[src/verilog/port_mux_pkg.sv]
// constants for the port alternate-function multiplexer
`default_nettype none
package port_mux_pkg;
	// register offsets on the plain register port
	localparam logic [3:0] OFS_ALT_EN_A = 4'h0;
	localparam logic [3:0] OFS_ALT_SEL_ONE = 4'h1;
	localparam logic [3:0] OFS_ALT_SEL_TWO = 4'h2;
	localparam logic [3:0] OFS_ALT_EN_B = 4'h3;
	localparam logic [3:0] OFS_ALT_EN_D = 4'h4;
	localparam logic [3:0] OFS_PIN_STATE_A = 4'h5;
	// reset values
	localparam logic [7:0] RST_ALT_EN = 8'h00;
	localparam logic [7:0] RST_ALT_SEL = 8'h00;
	// field position of the clock input on port B
	localparam int EXT_CLK_BIT = 3;
endpackage
`default_nettype wire

[src/verilog/port_alt_function_mux_20pin.sv]
// alternate-function pin multiplexer for port A, B and D of the 20-pin parts
// Notes on behaviour
// - pin A0 select 0 routes timer0 input and complemented timer0 output; 1 reserved.
// - pin A1 select 0 timer0 output; pin A2 select 0 uart0 driver enable; 1 reserved.
// - pin A3 select 0 routes uart0 clear-to-send input; 1 reserved.
// - pin A4 select 0 uart0 receive; select 1 timer2 input and complemented output.
// - pin A5 select 0 uart0 transmit; select 1 timer2 output.
// - pin A6 timer1 in/complement or I2C clock; pin A7 timer1 output or I2C data.
// - second select register exists but never affects port A routing.
// - port D has no select registers; enabling connects its single function directly.
// - external clock enters on port B pin 3 when its alternate function is on.
//
// Added by the designer: the plain strobed port and the register offsets.
`timescale 1ns/10ps
`default_nettype none
module port_alt_function_mux_20pin
(
	input wire logic clock,
	input wire logic sys_rst,
	input wire logic [3:0] regAddr,
	input wire logic [7:0] regWdata,
	input wire logic regWrite,
	input wire logic regRead,
	output logic [7:0] regRdata,
	// port A pads
	input wire logic [7:0] padAIn,
	output logic [7:0] padAOut,
	output logic [7:0] padAOe,
	input wire logic [7:0] gpioAOut,
	input wire logic [7:0] gpioAOe,
	output logic [7:0] gpioAIn,
	// port B pin 3 clock input
	input wire logic padB3In,
	output logic externalClockInput,
	output logic [7:0] altEnB,
	// port D pads, one peripheral function each
	input wire logic [7:0] padDIn,
	output logic [7:0] padDOut,
	output logic [7:0] padDOe,
	input wire logic [7:0] gpioDOut,
	input wire logic [7:0] gpioDOe,
	output logic [7:0] gpioDIn,
	input wire logic [7:0] periphDOut,
	input wire logic [7:0] periphDOe,
	output logic [7:0] periphDIn,
	// peripheral signals
	input wire logic timer0Out,
	output logic timer0In,
	input wire logic timer1Out,
	output logic timer1In,
	input wire logic timer2Out,
	output logic timer2In,
	input wire logic uart0DriverEnable,
	output logic uart0ClearToSend,
	output logic uart0ReceiveLine,
	input wire logic uart0TransmitLine,
	input wire logic i2cSclOut,
	input wire logic i2cSclOe,
	output logic i2cSclIn,
	input wire logic i2cSdaOut,
	input wire logic i2cSdaOe,
	output logic i2cSdaIn
);
	// ----------------------------------------
	// registers
	// ----------------------------------------
	logic [7:0] altEnA_ff;
	logic [7:0] altSelOne_ff;
	logic [7:0] altSelTwo_ff;
	logic [7:0] altEnB_ff;
	logic [7:0] altEnD_ff;
	logic [7:0] regRdata_ff;
	logic [7:0] syncA1_ff;
	logic [7:0] syncA2_ff;
	logic [7:0] syncD1_ff;
	logic [7:0] syncD2_ff;
	logic syncB1_ff;
	logic syncB2_ff;
	logic [7:0] padAOut_ff;
	logic [7:0] padDOut_ff;
	logic [7:0] nxt_padAOut;
	logic [7:0] nxt_padAOe;
	logic [7:0] nxt_padDOut;
	logic [7:0] nxt_padDOe;
	logic [7:0] nxt_regRdata;
	logic [7:0] altA;

	// register writes
	always_ff @(posedge clock)
	begin
		if (sys_rst)
		begin
			altEnA_ff <= port_mux_pkg::RST_ALT_EN;
			altSelOne_ff <= port_mux_pkg::RST_ALT_SEL;
			altSelTwo_ff <= port_mux_pkg::RST_ALT_SEL;
			altEnB_ff <= port_mux_pkg::RST_ALT_EN;
			altEnD_ff <= port_mux_pkg::RST_ALT_EN;
		end
		else if (regWrite)
		begin
			if (regAddr == port_mux_pkg::OFS_ALT_EN_A) altEnA_ff <= regWdata;
			if (regAddr == port_mux_pkg::OFS_ALT_SEL_ONE) altSelOne_ff <= regWdata;
			if (regAddr == port_mux_pkg::OFS_ALT_SEL_TWO) altSelTwo_ff <= regWdata;
			if (regAddr == port_mux_pkg::OFS_ALT_EN_B) altEnB_ff <= regWdata;
			if (regAddr == port_mux_pkg::OFS_ALT_EN_D) altEnD_ff <= regWdata;
		end
	end

	// read selection, unmapped reads zero
	assign nxt_regRdata =
		(regAddr == port_mux_pkg::OFS_ALT_EN_A) ? altEnA_ff :
		(regAddr == port_mux_pkg::OFS_ALT_SEL_ONE) ? altSelOne_ff :
		(regAddr == port_mux_pkg::OFS_ALT_SEL_TWO) ? altSelTwo_ff :
		(regAddr == port_mux_pkg::OFS_ALT_EN_B) ? altEnB_ff :
		(regAddr == port_mux_pkg::OFS_ALT_EN_D) ? altEnD_ff :
		(regAddr == port_mux_pkg::OFS_PIN_STATE_A) ? syncA2_ff : 8'h00;

	// read data and pad synchronisers
	always_ff @(posedge clock)
	begin
		if (sys_rst)
		begin
			regRdata_ff <= 8'h00;
			syncA1_ff <= 8'h00;
			syncA2_ff <= 8'h00;
			syncD1_ff <= 8'h00;
			syncD2_ff <= 8'h00;
			syncB1_ff <= 1'b0;
			syncB2_ff <= 1'b0;
			padAOut_ff <= 8'h00;
			padDOut_ff <= 8'h00;
		end
		else
		begin
			regRdata_ff <= regRead ? nxt_regRdata : 8'h00;
			syncA1_ff <= padAIn;
			syncA2_ff <= syncA1_ff;
			syncD1_ff <= padDIn;
			syncD2_ff <= syncD1_ff;
			syncB1_ff <= padB3In;
			syncB2_ff <= syncB1_ff;
			padAOut_ff <= nxt_padAOut;
			padDOut_ff <= nxt_padDOut;
		end
	end

	assign regRdata = regRdata_ff;
	assign altEnB = altEnB_ff;

	// ----------------------------------------
	// port A routing
	// ----------------------------------------
	// alternate path only where enabled; select alone does nothing
	assign altA = altEnA_ff;
	// peripheral drive per pin, reserved selects leave the pin undriven
	assign nxt_padAOut[0] = altA[0] ? ~timer0Out : gpioAOut[0];
	assign nxt_padAOe[0] = altA[0] ? ~altSelOne_ff[0] : gpioAOe[0];
	assign nxt_padAOut[1] = altA[1] ? timer0Out : gpioAOut[1];
	assign nxt_padAOe[1] = altA[1] ? ~altSelOne_ff[1] : gpioAOe[1];
	assign nxt_padAOut[2] = altA[2] ? uart0DriverEnable : gpioAOut[2];
	assign nxt_padAOe[2] = altA[2] ? ~altSelOne_ff[2] : gpioAOe[2];
	assign nxt_padAOut[3] = altA[3] ? 1'b0 : gpioAOut[3];
	assign nxt_padAOe[3] = altA[3] ? 1'b0 : gpioAOe[3];
	assign nxt_padAOut[4] = altA[4] ? ~timer2Out : gpioAOut[4];
	assign nxt_padAOe[4] = altA[4] ? altSelOne_ff[4] : gpioAOe[4];
	assign nxt_padAOut[5] = altA[5] ? (altSelOne_ff[5] ? timer2Out : uart0TransmitLine) : gpioAOut[5];
	assign nxt_padAOe[5] = altA[5] ? 1'b1 : gpioAOe[5];
	assign nxt_padAOut[6] = altA[6] ? (altSelOne_ff[6] ? i2cSclOut : ~timer1Out) : gpioAOut[6];
	assign nxt_padAOe[6] = altA[6] ? (altSelOne_ff[6] ? i2cSclOe : 1'b1) : gpioAOe[6];
	assign nxt_padAOut[7] = altA[7] ? (altSelOne_ff[7] ? i2cSdaOut : timer1Out) : gpioAOut[7];
	assign nxt_padAOe[7] = altA[7] ? (altSelOne_ff[7] ? i2cSdaOe : 1'b1) : gpioAOe[7];
	assign padAOut = padAOut_ff;
	assign padAOe = nxt_padAOe;

	// inputs to peripherals, uart0 and I2C inputs idle high and timer inputs idle low when not routed
	assign timer0In = (altA[0] & ~altSelOne_ff[0]) ? syncA2_ff[0] : 1'b0;
	assign uart0ClearToSend = (altA[3] & ~altSelOne_ff[3]) ? syncA2_ff[3] : 1'b1;
	assign uart0ReceiveLine = (altA[4] & ~altSelOne_ff[4]) ? syncA2_ff[4] : 1'b1;
	assign timer2In = (altA[4] & altSelOne_ff[4]) ? syncA2_ff[4] : 1'b0;
	assign timer1In = (altA[6] & ~altSelOne_ff[6]) ? syncA2_ff[6] : 1'b0;
	assign i2cSclIn = (altA[6] & altSelOne_ff[6]) ? syncA2_ff[6] : 1'b1;
	assign i2cSdaIn = (altA[7] & altSelOne_ff[7]) ? syncA2_ff[7] : 1'b1;
	assign gpioAIn = syncA2_ff;

	// ----------------------------------------
	// port B clock input and port D
	// ----------------------------------------
	assign externalClockInput = altEnB_ff[port_mux_pkg::EXT_CLK_BIT] & syncB2_ff;
	// port D: enable alone picks the single function
	assign nxt_padDOut = (altEnD_ff & periphDOut) | (~altEnD_ff & gpioDOut);
	assign nxt_padDOe = (altEnD_ff & periphDOe) | (~altEnD_ff & gpioDOe);
	assign padDOut = padDOut_ff;
	assign padDOe = nxt_padDOe;
	assign periphDIn = altEnD_ff & syncD2_ff;
	assign gpioDIn = syncD2_ff;

	// ----------------------------------------
	// checks
	// ----------------------------------------
	a_gpio_when_off: assert property (@(posedge clock) disable iff (sys_rst)
		!altA[2] |-> padAOe[2] == gpioAOe[2]) else $error("pin A2 not gpio when disabled");
	a_sel_needs_en: assert property (@(posedge clock) disable iff (sys_rst)
		(!altA[6] && altSelOne_ff[6]) |-> padAOe[6] == gpioAOe[6]) else $error("select leaked without enable");
	a_sel_two_inert: assert property (@(posedge clock) disable iff (sys_rst)
		(altA[5] && $stable(altSelOne_ff) && $stable(timer2Out) && $stable(uart0TransmitLine)
		&& !$stable(altSelTwo_ff)) |=> $stable(padAOut[5])) else $error("second select changed routing");
	a_a0_timer: assert property (@(posedge clock) disable iff (sys_rst)
		(altA[0] && !altSelOne_ff[0] && $stable(altA[0]) && $stable(altSelOne_ff[0]))
		|-> padAOut[0] == ~$past(timer0Out)) else $error("timer0 complement not on A0");
	a_a1_timer: assert property (@(posedge clock) disable iff (sys_rst)
		(altA[1] && !altSelOne_ff[1]) |-> padAOe[1]) else $error("A1 not driven by timer0");
	a_a3_cts: assert property (@(posedge clock) disable iff (sys_rst)
		(altA[3] && !altSelOne_ff[3]) |-> (uart0ClearToSend == syncA2_ff[3] && !padAOe[3]))
		else $error("clear-to-send routing wrong");
	a_a4_select: assert property (@(posedge clock) disable iff (sys_rst)
		(altA[4] && altSelOne_ff[4]) |-> (timer2In == syncA2_ff[4] && uart0ReceiveLine)) else $error("A4 select 1 wrong");
	a_a5_select: assert property (@(posedge clock) disable iff (sys_rst)
		(altA[5] && !altSelOne_ff[5] && $past(altA[5]) && !$past(altSelOne_ff[5]))
		|-> padAOut[5] == $past(uart0TransmitLine)) else $error("A5 transmit not routed");
	a_a6_i2c: assert property (@(posedge clock) disable iff (sys_rst)
		(altA[6] && altSelOne_ff[6]) |-> (padAOe[6] == i2cSclOe && i2cSclIn == syncA2_ff[6])) else $error("A6 I2C wrong");
	a_port_d: assert property (@(posedge clock) disable iff (sys_rst)
		altEnD_ff[0] |-> (padDOe[0] == periphDOe[0] && periphDIn[0] == syncD2_ff[0])) else $error("port D not direct");
	a_clk_in: assert property (@(posedge clock) disable iff (sys_rst)
		!altEnB_ff[port_mux_pkg::EXT_CLK_BIT] |-> !externalClockInput) else $error("clock input leaked");
endmodule
`default_nettype wire

[config.mk]
export PLATFORM = sky130hd
export DESIGN_NAME = port_alt_function_mux_20pin
export DESIGN_NICKNAME = d
export VERILOG_FILES = /design/src/verilog/port_mux_pkg.sv /design/src/verilog/port_alt_function_mux_20pin.sv
export SDC_FILE = /design/constraint.sdc
export NUM_CORES = 1
export LEC_CHECK = 0
export BUFFER_PORTS_ARGS = -buffer_cell sky130_fd_sc_hd__buf_4
export CORE_ASPECT_RATIO = 1.5
export CORE_MARGIN = 2
export CORE_UTILIZATION = 45
export CTS_CLUSTER_DIAMETER = 80
export DETAILED_ROUTE_END_ITERATION = 8
export PLACE_DENSITY = 0.84
export SLEW_MARGIN = 20
export SYNTH_ARGS = -nofsm -noshare
export SYNTH_HDL_FRONTEND = slang
export SYNTH_SLANG_ARGS = --single-unit
[constraint.sdc]
create_clock -name clock -period 2.5 [get_ports clock]
set_input_delay 0.25 -clock clock [delete_from_list [all_inputs] [get_ports clock]]
set_output_delay 0.25 -clock clock [all_outputs]
set_load 0.01 [all_outputs]
Word level (Yosys, flattened, before mapping)
Index checks and enable logic that the tools add are counted.
{ "totals": {"ff_bits": 98, "output_inout_bits": 80, "word_cells": 87} }
{ "classes": {"eq_ne": 5, "muxes": 33, "n_bitwise": 26, "reduce_logical": 8} }
{ "ops": {"columns": ["op", "n"], "rows": [
  ["$mux 8", 6],
  ["$and 8x8->8", 5],
  ["$mux 1", 27],
  ["$or 8x8->8", 2],
  ["$not 1->1", 10],
  ["$reduce_and 2->1", 5],
  ["$and 1x1->1", 8],
  ["$eq 4x2->1 const B", 2],
  ["$eq 4x3->1 const B", 2],
  ["$not 8->8", 1],
  ["$eq 4x1->1 const B", 1],
  ["$logic_not 4->1", 1],
  ["$reduce_or 2->1", 2]
]} }

Logic depth before layout (Yosys ltp)
{ "logic_depth": {"word_depth": 7, "depth_mapped": 6} }

Worst setup path before layout
Ideal clock, no wire load.
{ "synth_path": {"kind": "input to register", "from": "in regAddr[1]", "to": "reg regRdata_ff[0] (netlist: regRdata[0])", "arrival_time_ns": 1.174, "t_required_ns": 2.372, "slack_ns": 1.197, "path_stages": 4, "path_cell_list": "buf_2 -> or3_2 -> a221oi_1 -> nor3b_1"} }
{ "synth_between": {"elab_chain_len": 7, "elab_cells_between_ends": 12, "cone_classes": "5 x eq/ne; 6 x mux; 1 x reduce/logical"} }
{ "synth_rtl": {"columns": ["element", "line_no", "rtl"], "rows": [
  ["start: declaration", "port_alt_function_mux_20pin.sv:20", "input wire logic [3:0] regAddr,"],
  ["$eq 4x3->1", "port_alt_function_mux_20pin.sv:116", "(regAddr == port_mux_pkg::OFS_PIN_STATE_A) ? syncA2_ff : 8'h00;"],
  ["$mux 8", "port_alt_function_mux_20pin.sv:116", null],
  ["$mux 8", "port_alt_function_mux_20pin.sv:115", "(regAddr == port_mux_pkg::OFS_ALT_EN_D) ? altEnD_ff :"],
  ["$mux 8", "port_alt_function_mux_20pin.sv:114", "(regAddr == port_mux_pkg::OFS_ALT_EN_B) ? altEnB_ff :"],
  ["$mux 8", "port_alt_function_mux_20pin.sv:113", "(regAddr == port_mux_pkg::OFS_ALT_SEL_TWO) ? altSelTwo_ff :"],
  ["$mux 8", "port_alt_function_mux_20pin.sv:112", "(regAddr == port_mux_pkg::OFS_ALT_SEL_ONE) ? altSelOne_ff :"],
  ["$mux 8 *", "port_alt_function_mux_20pin.sv:111", "(regAddr == port_mux_pkg::OFS_ALT_EN_A) ? altEnA_ff :"],
  ["end signal: assignment", "port_alt_function_mux_20pin.sv:135", "regRdata_ff <= regRead ? nxt_regRdata : 8'h00;"],
  ["end: declaration", "port_alt_function_mux_20pin.sv:72", "logic [7:0] regRdata_ff;"]
]} }
Mark *: on every way between the ends. The rest lies on a longest branch, timed or not.
A chain may end at the register's enable or synchronous reset.

Worst setup path after layout
{ "layout_path": {"from": "reg altEnA_ff[4] (netlist: altA[4])", "to": "out uart0ReceiveLine"} }
{ "layout_between": {"elab_chain_len": 2} }
{ "layout_rtl": {"columns": ["element", "line_no", "rtl"], "rows": [
  ["start: declaration", "port_alt_function_mux_20pin.sv:67", "logic [7:0] altEnA_ff;"],
  ["start signal: assignment", "port_alt_function_mux_20pin.sv:93", "altEnA_ff <= port_mux_pkg::RST_ALT_EN;"],
  ["start signal: assignment", "port_alt_function_mux_20pin.sv:101", "if (regAddr == port_mux_pkg::OFS_ALT_EN_A) altEnA_ff <= regWdata;"],
  ["$and 1x1->1", "port_alt_function_mux_20pin.sv:178", "assign uart0ReceiveLine = (altA[4] & ~altSelOne_ff[4]) ? syncA2_ff[4] : 1'b1;"],
  ["$mux 1", "port_alt_function_mux_20pin.sv:178", null],
  ["end: declaration", "port_alt_function_mux_20pin.sv:55", "output logic uart0ReceiveLine,"]
]} }
Every way passes these cells.

==> results by group <==
Outcome
  – Status: finished clean

Yosys
  – Avg Inst Size Synth: 10.50 um^2
  – Netlist Area Pre-Place: approximately 3900 um^2
  – Synth Net Count: 459
  – Top cell type's share of synthesized area: between 50% and 60%
  – Top-count cell post-synth: dfxtp_1
  – Synth Area in Adders: 0%
  – Mux share of post-synthesis cell area: roughly 21%
  – Sequential area share after synthesis: 50.65%
  – Yosys cell types: 37
  – Synth async-reset ratio: 0%
  – Commonest cells in the netlist: dfxtp_1 (98), nor2_1 (59), mux2i_1 (57), nor2b_1 (37), mux2_2 (23)
  – Post-Synthesis Cells: 369
  – Largest family of logic cells by synthesized area: multiplexers
  – Post-synth EDFFs: 0
  – Compound-Gate Fraction of Synth Area: 6.072%
  – Most common flop cell mapped by yosys: dfxtp_1
  – Post-synth top area cell: dfxtp_1
  – Synth warn: 0
  – Synth Area in XOR/XNOR: 0%
  – Synth area leaders: dfxtp_1 (51%), mux2i_1 (15%), mux2_2 (6.7%)
  – Yosys reg bits: 98
  – Synth Area in Simple Gates: about a fifth

Timing
  – Final Slew Violations: 0
  – RSZ-0062 raised after global routing: no
  – Worst rel slew slack: between 50 and 60%
  – Final worst slack: 0.8088 ns
  – Setup TNS: 0 ns
  – Hold Slack: 0.1217 ns
  – Final hold viol count: 0
  – Worst Max-Slew Pin Slew: 0.6707 ns
  – Final setup violation count: 0
  – Maximum clock rate: 0.5913 GHz
  – Tmin final: 1.691 ns
  – Period utilization: 67.65%
  – Post-route clock skew: about 0.0046 ns

Floorplan
  – Io pins: 170
  – Row cnt: 41
  – Core Box Area: 8413 um^2
  – Die area: around 9400 um^2
  – Die width: 79.76 um
  – Initial Utilization: 46.04%
  – Die Y-Extent: 117.6 um

Clocking
  – CTS root buf: clkbuf_16
  – Htree depth: 3
  – Postcts setup bufs: 0
  – CTS tree: yes
  – Clk_lat worst skew: 0.34 ns
  – Post-CTS sizing: 0
  – Clock buffer depth: 2
  – Sink Count: 98
  – Cts bufs inserted: 9
  – CTS Hold Buffers Added: 0
  – Clock slew at reported path FFs: 0.06 ns

Finish
  – Nets: about 620
  – Fillers: 678
  – Post-layout util: 65.39%
  – Layout cells sized above 1: around two fifths
  – P&R area growth vs syn: 42.02%
  – Antenna cells: 0

Setup path
  – FF-to-FF path depth: 3
  – Crit path capture: uart0ReceiveLine
  – Critical Path End Type: output port
  – Arr. time, crit path: 1.44 ns
  – Crit-path max FO: 6
  – RR Endpoint: regRdata[2]
  – Worst setup path start: altA[4]
  – Reg2reg start: altEnD_ff[2]
  – Startpoint class of the critical path: register
  – Worst setup path category: reg2out
  – R2R setup slack: 1.32 ns
  – Worst path required time: 2.25 ns

Detailed routing
  – Vias per cell: roughly 5.1
  – Wire per inst: 16.32 um
  – Iter 0 DRT Violations: 253
  – DR pass1 iterations: 4
  – Antenna Nets Post-Route: 0
  – # DRC: 0
  – Vias: approximately 3300
  – Post-Route WL: 10510 um

Power and ir drop
  – Total power: 0.003418 W
  – Worst ir drop on vdd: 0.4353 mV
  – Power per cell area: a little over 600 nW/um^2
  – P_leak: 2.618 nW

Place
  – GPL Wtd Cong: 0.8059
  – Dpl ws: 0.7783 ns
  – Post-detail-place hpwl: 7793 um
  – Port bufs: 169

Hold path
  – Class of the worst hold path: in2reg
  – Hold Path Stages: 2

Global route
  – Initial antenna violation count: 0
  – Pin count of the biggest net entering global routing: 52
  – Global-route wire length before repair: 16390 um
  – Vias in the first global route: between 3000 and 4000
  – Total grt overflow: 0
  – GRT Overall Usage: 22.66%

Job
  – Max_cap viols: 0
[kinds of logic (layout without fill, tap and decap cells)]
kind of cell           after synthesis  after routing
AOI/OAI and AO/OA                   36             36
muxes                               80             80
DFF                                 98             98
buffers and inverters               23            191
and+or+nand+nor                    132            132
[layout make-up]
type / count / area, um^2 / share of cell area, %
Clock buffer: 9 / 225.2 / 4.094
Clock inverter: 6 / 82.58 / 1.501
Inverter: 6 / 22.52 / 0.4094
Multi-Input combinational cell: 248 / 1799 / 32.70
Sequential cell: 98 / 1962 / 35.66
Tap cell: 107 / 133.9 / 2.433
Timing Repair Buffer: 170 / 1276 / 23.20
[critical path, stage by stage (launching register included)]
cell,delay [ns]
dfxtp_1,0.48
or3b_2,0.47
buf_4,0.15
[how the worst min path moves through the flow]
stage / start / end / slack, ns
2_1_floorplan: padAIn[0] / syncA1_ff[0] / 0.38
3_3_place_gp: syncA1_ff[3] / gpioAIn[3] / 0.42
3_5_place_dp: syncA1_ff[5] / gpioAIn[5] / 0.42
4_1_cts: padAIn[0] / syncA1_ff[0] / 0.12
5_1_grt: padAIn[2] / syncA1_ff[2] / 0.13
6_report: padAIn[0] / syncA1_ff[0] / 0.12
[cells in the final DEF (no fill, tap or decap), drive strengths merged]
cell	n
buf	170
dfxtp	98
nor2	60
mux2i	57
nor2b	37
mux2	23
o21ai	12
and2	11
clkbuf	9
a21oi	7
inv	6
a22oi	6
nand2	4
or2	3
nor3b	3
a211oi	3
clkinv	3
o22a	2
or3b	2
nand2b	2
a22o	2
a222oi	2
a221oi	2
bufinv	2
nand4	2
and3b	1
and3	1
nand3	1
and4b	1
nand4b	1
nor3	1
nor4	1
or3	1
clkinvlp	1
[stage by stage]
step	instance area, um^2	cells
after CTS	5502	644
after detailed placement	5194	629
final	5502	644
after floorplan	3874	369
after global routing	5502	644
after global placement	5194	629
[power by group]
part	internal, W	switching, W
combinational	0.000203	0.000155
sequential	0.00161	0.0000255
clock	0.000865	0.000558
total	0.00268	0.000738
[per-layer routing]
layer / up-vias / global-route usage, % / share of wire, %
met4: 0 / 11.12 / 2.2
li1: 1590 / - / -
met5: - / 0 / 0
met3: 15 / 5.061 / 5.9
met2: 125 / 40.02 / 55
met1: 1550 / 24.93 / 37
No activity file was read; power rests on OpenSTA's default activity.
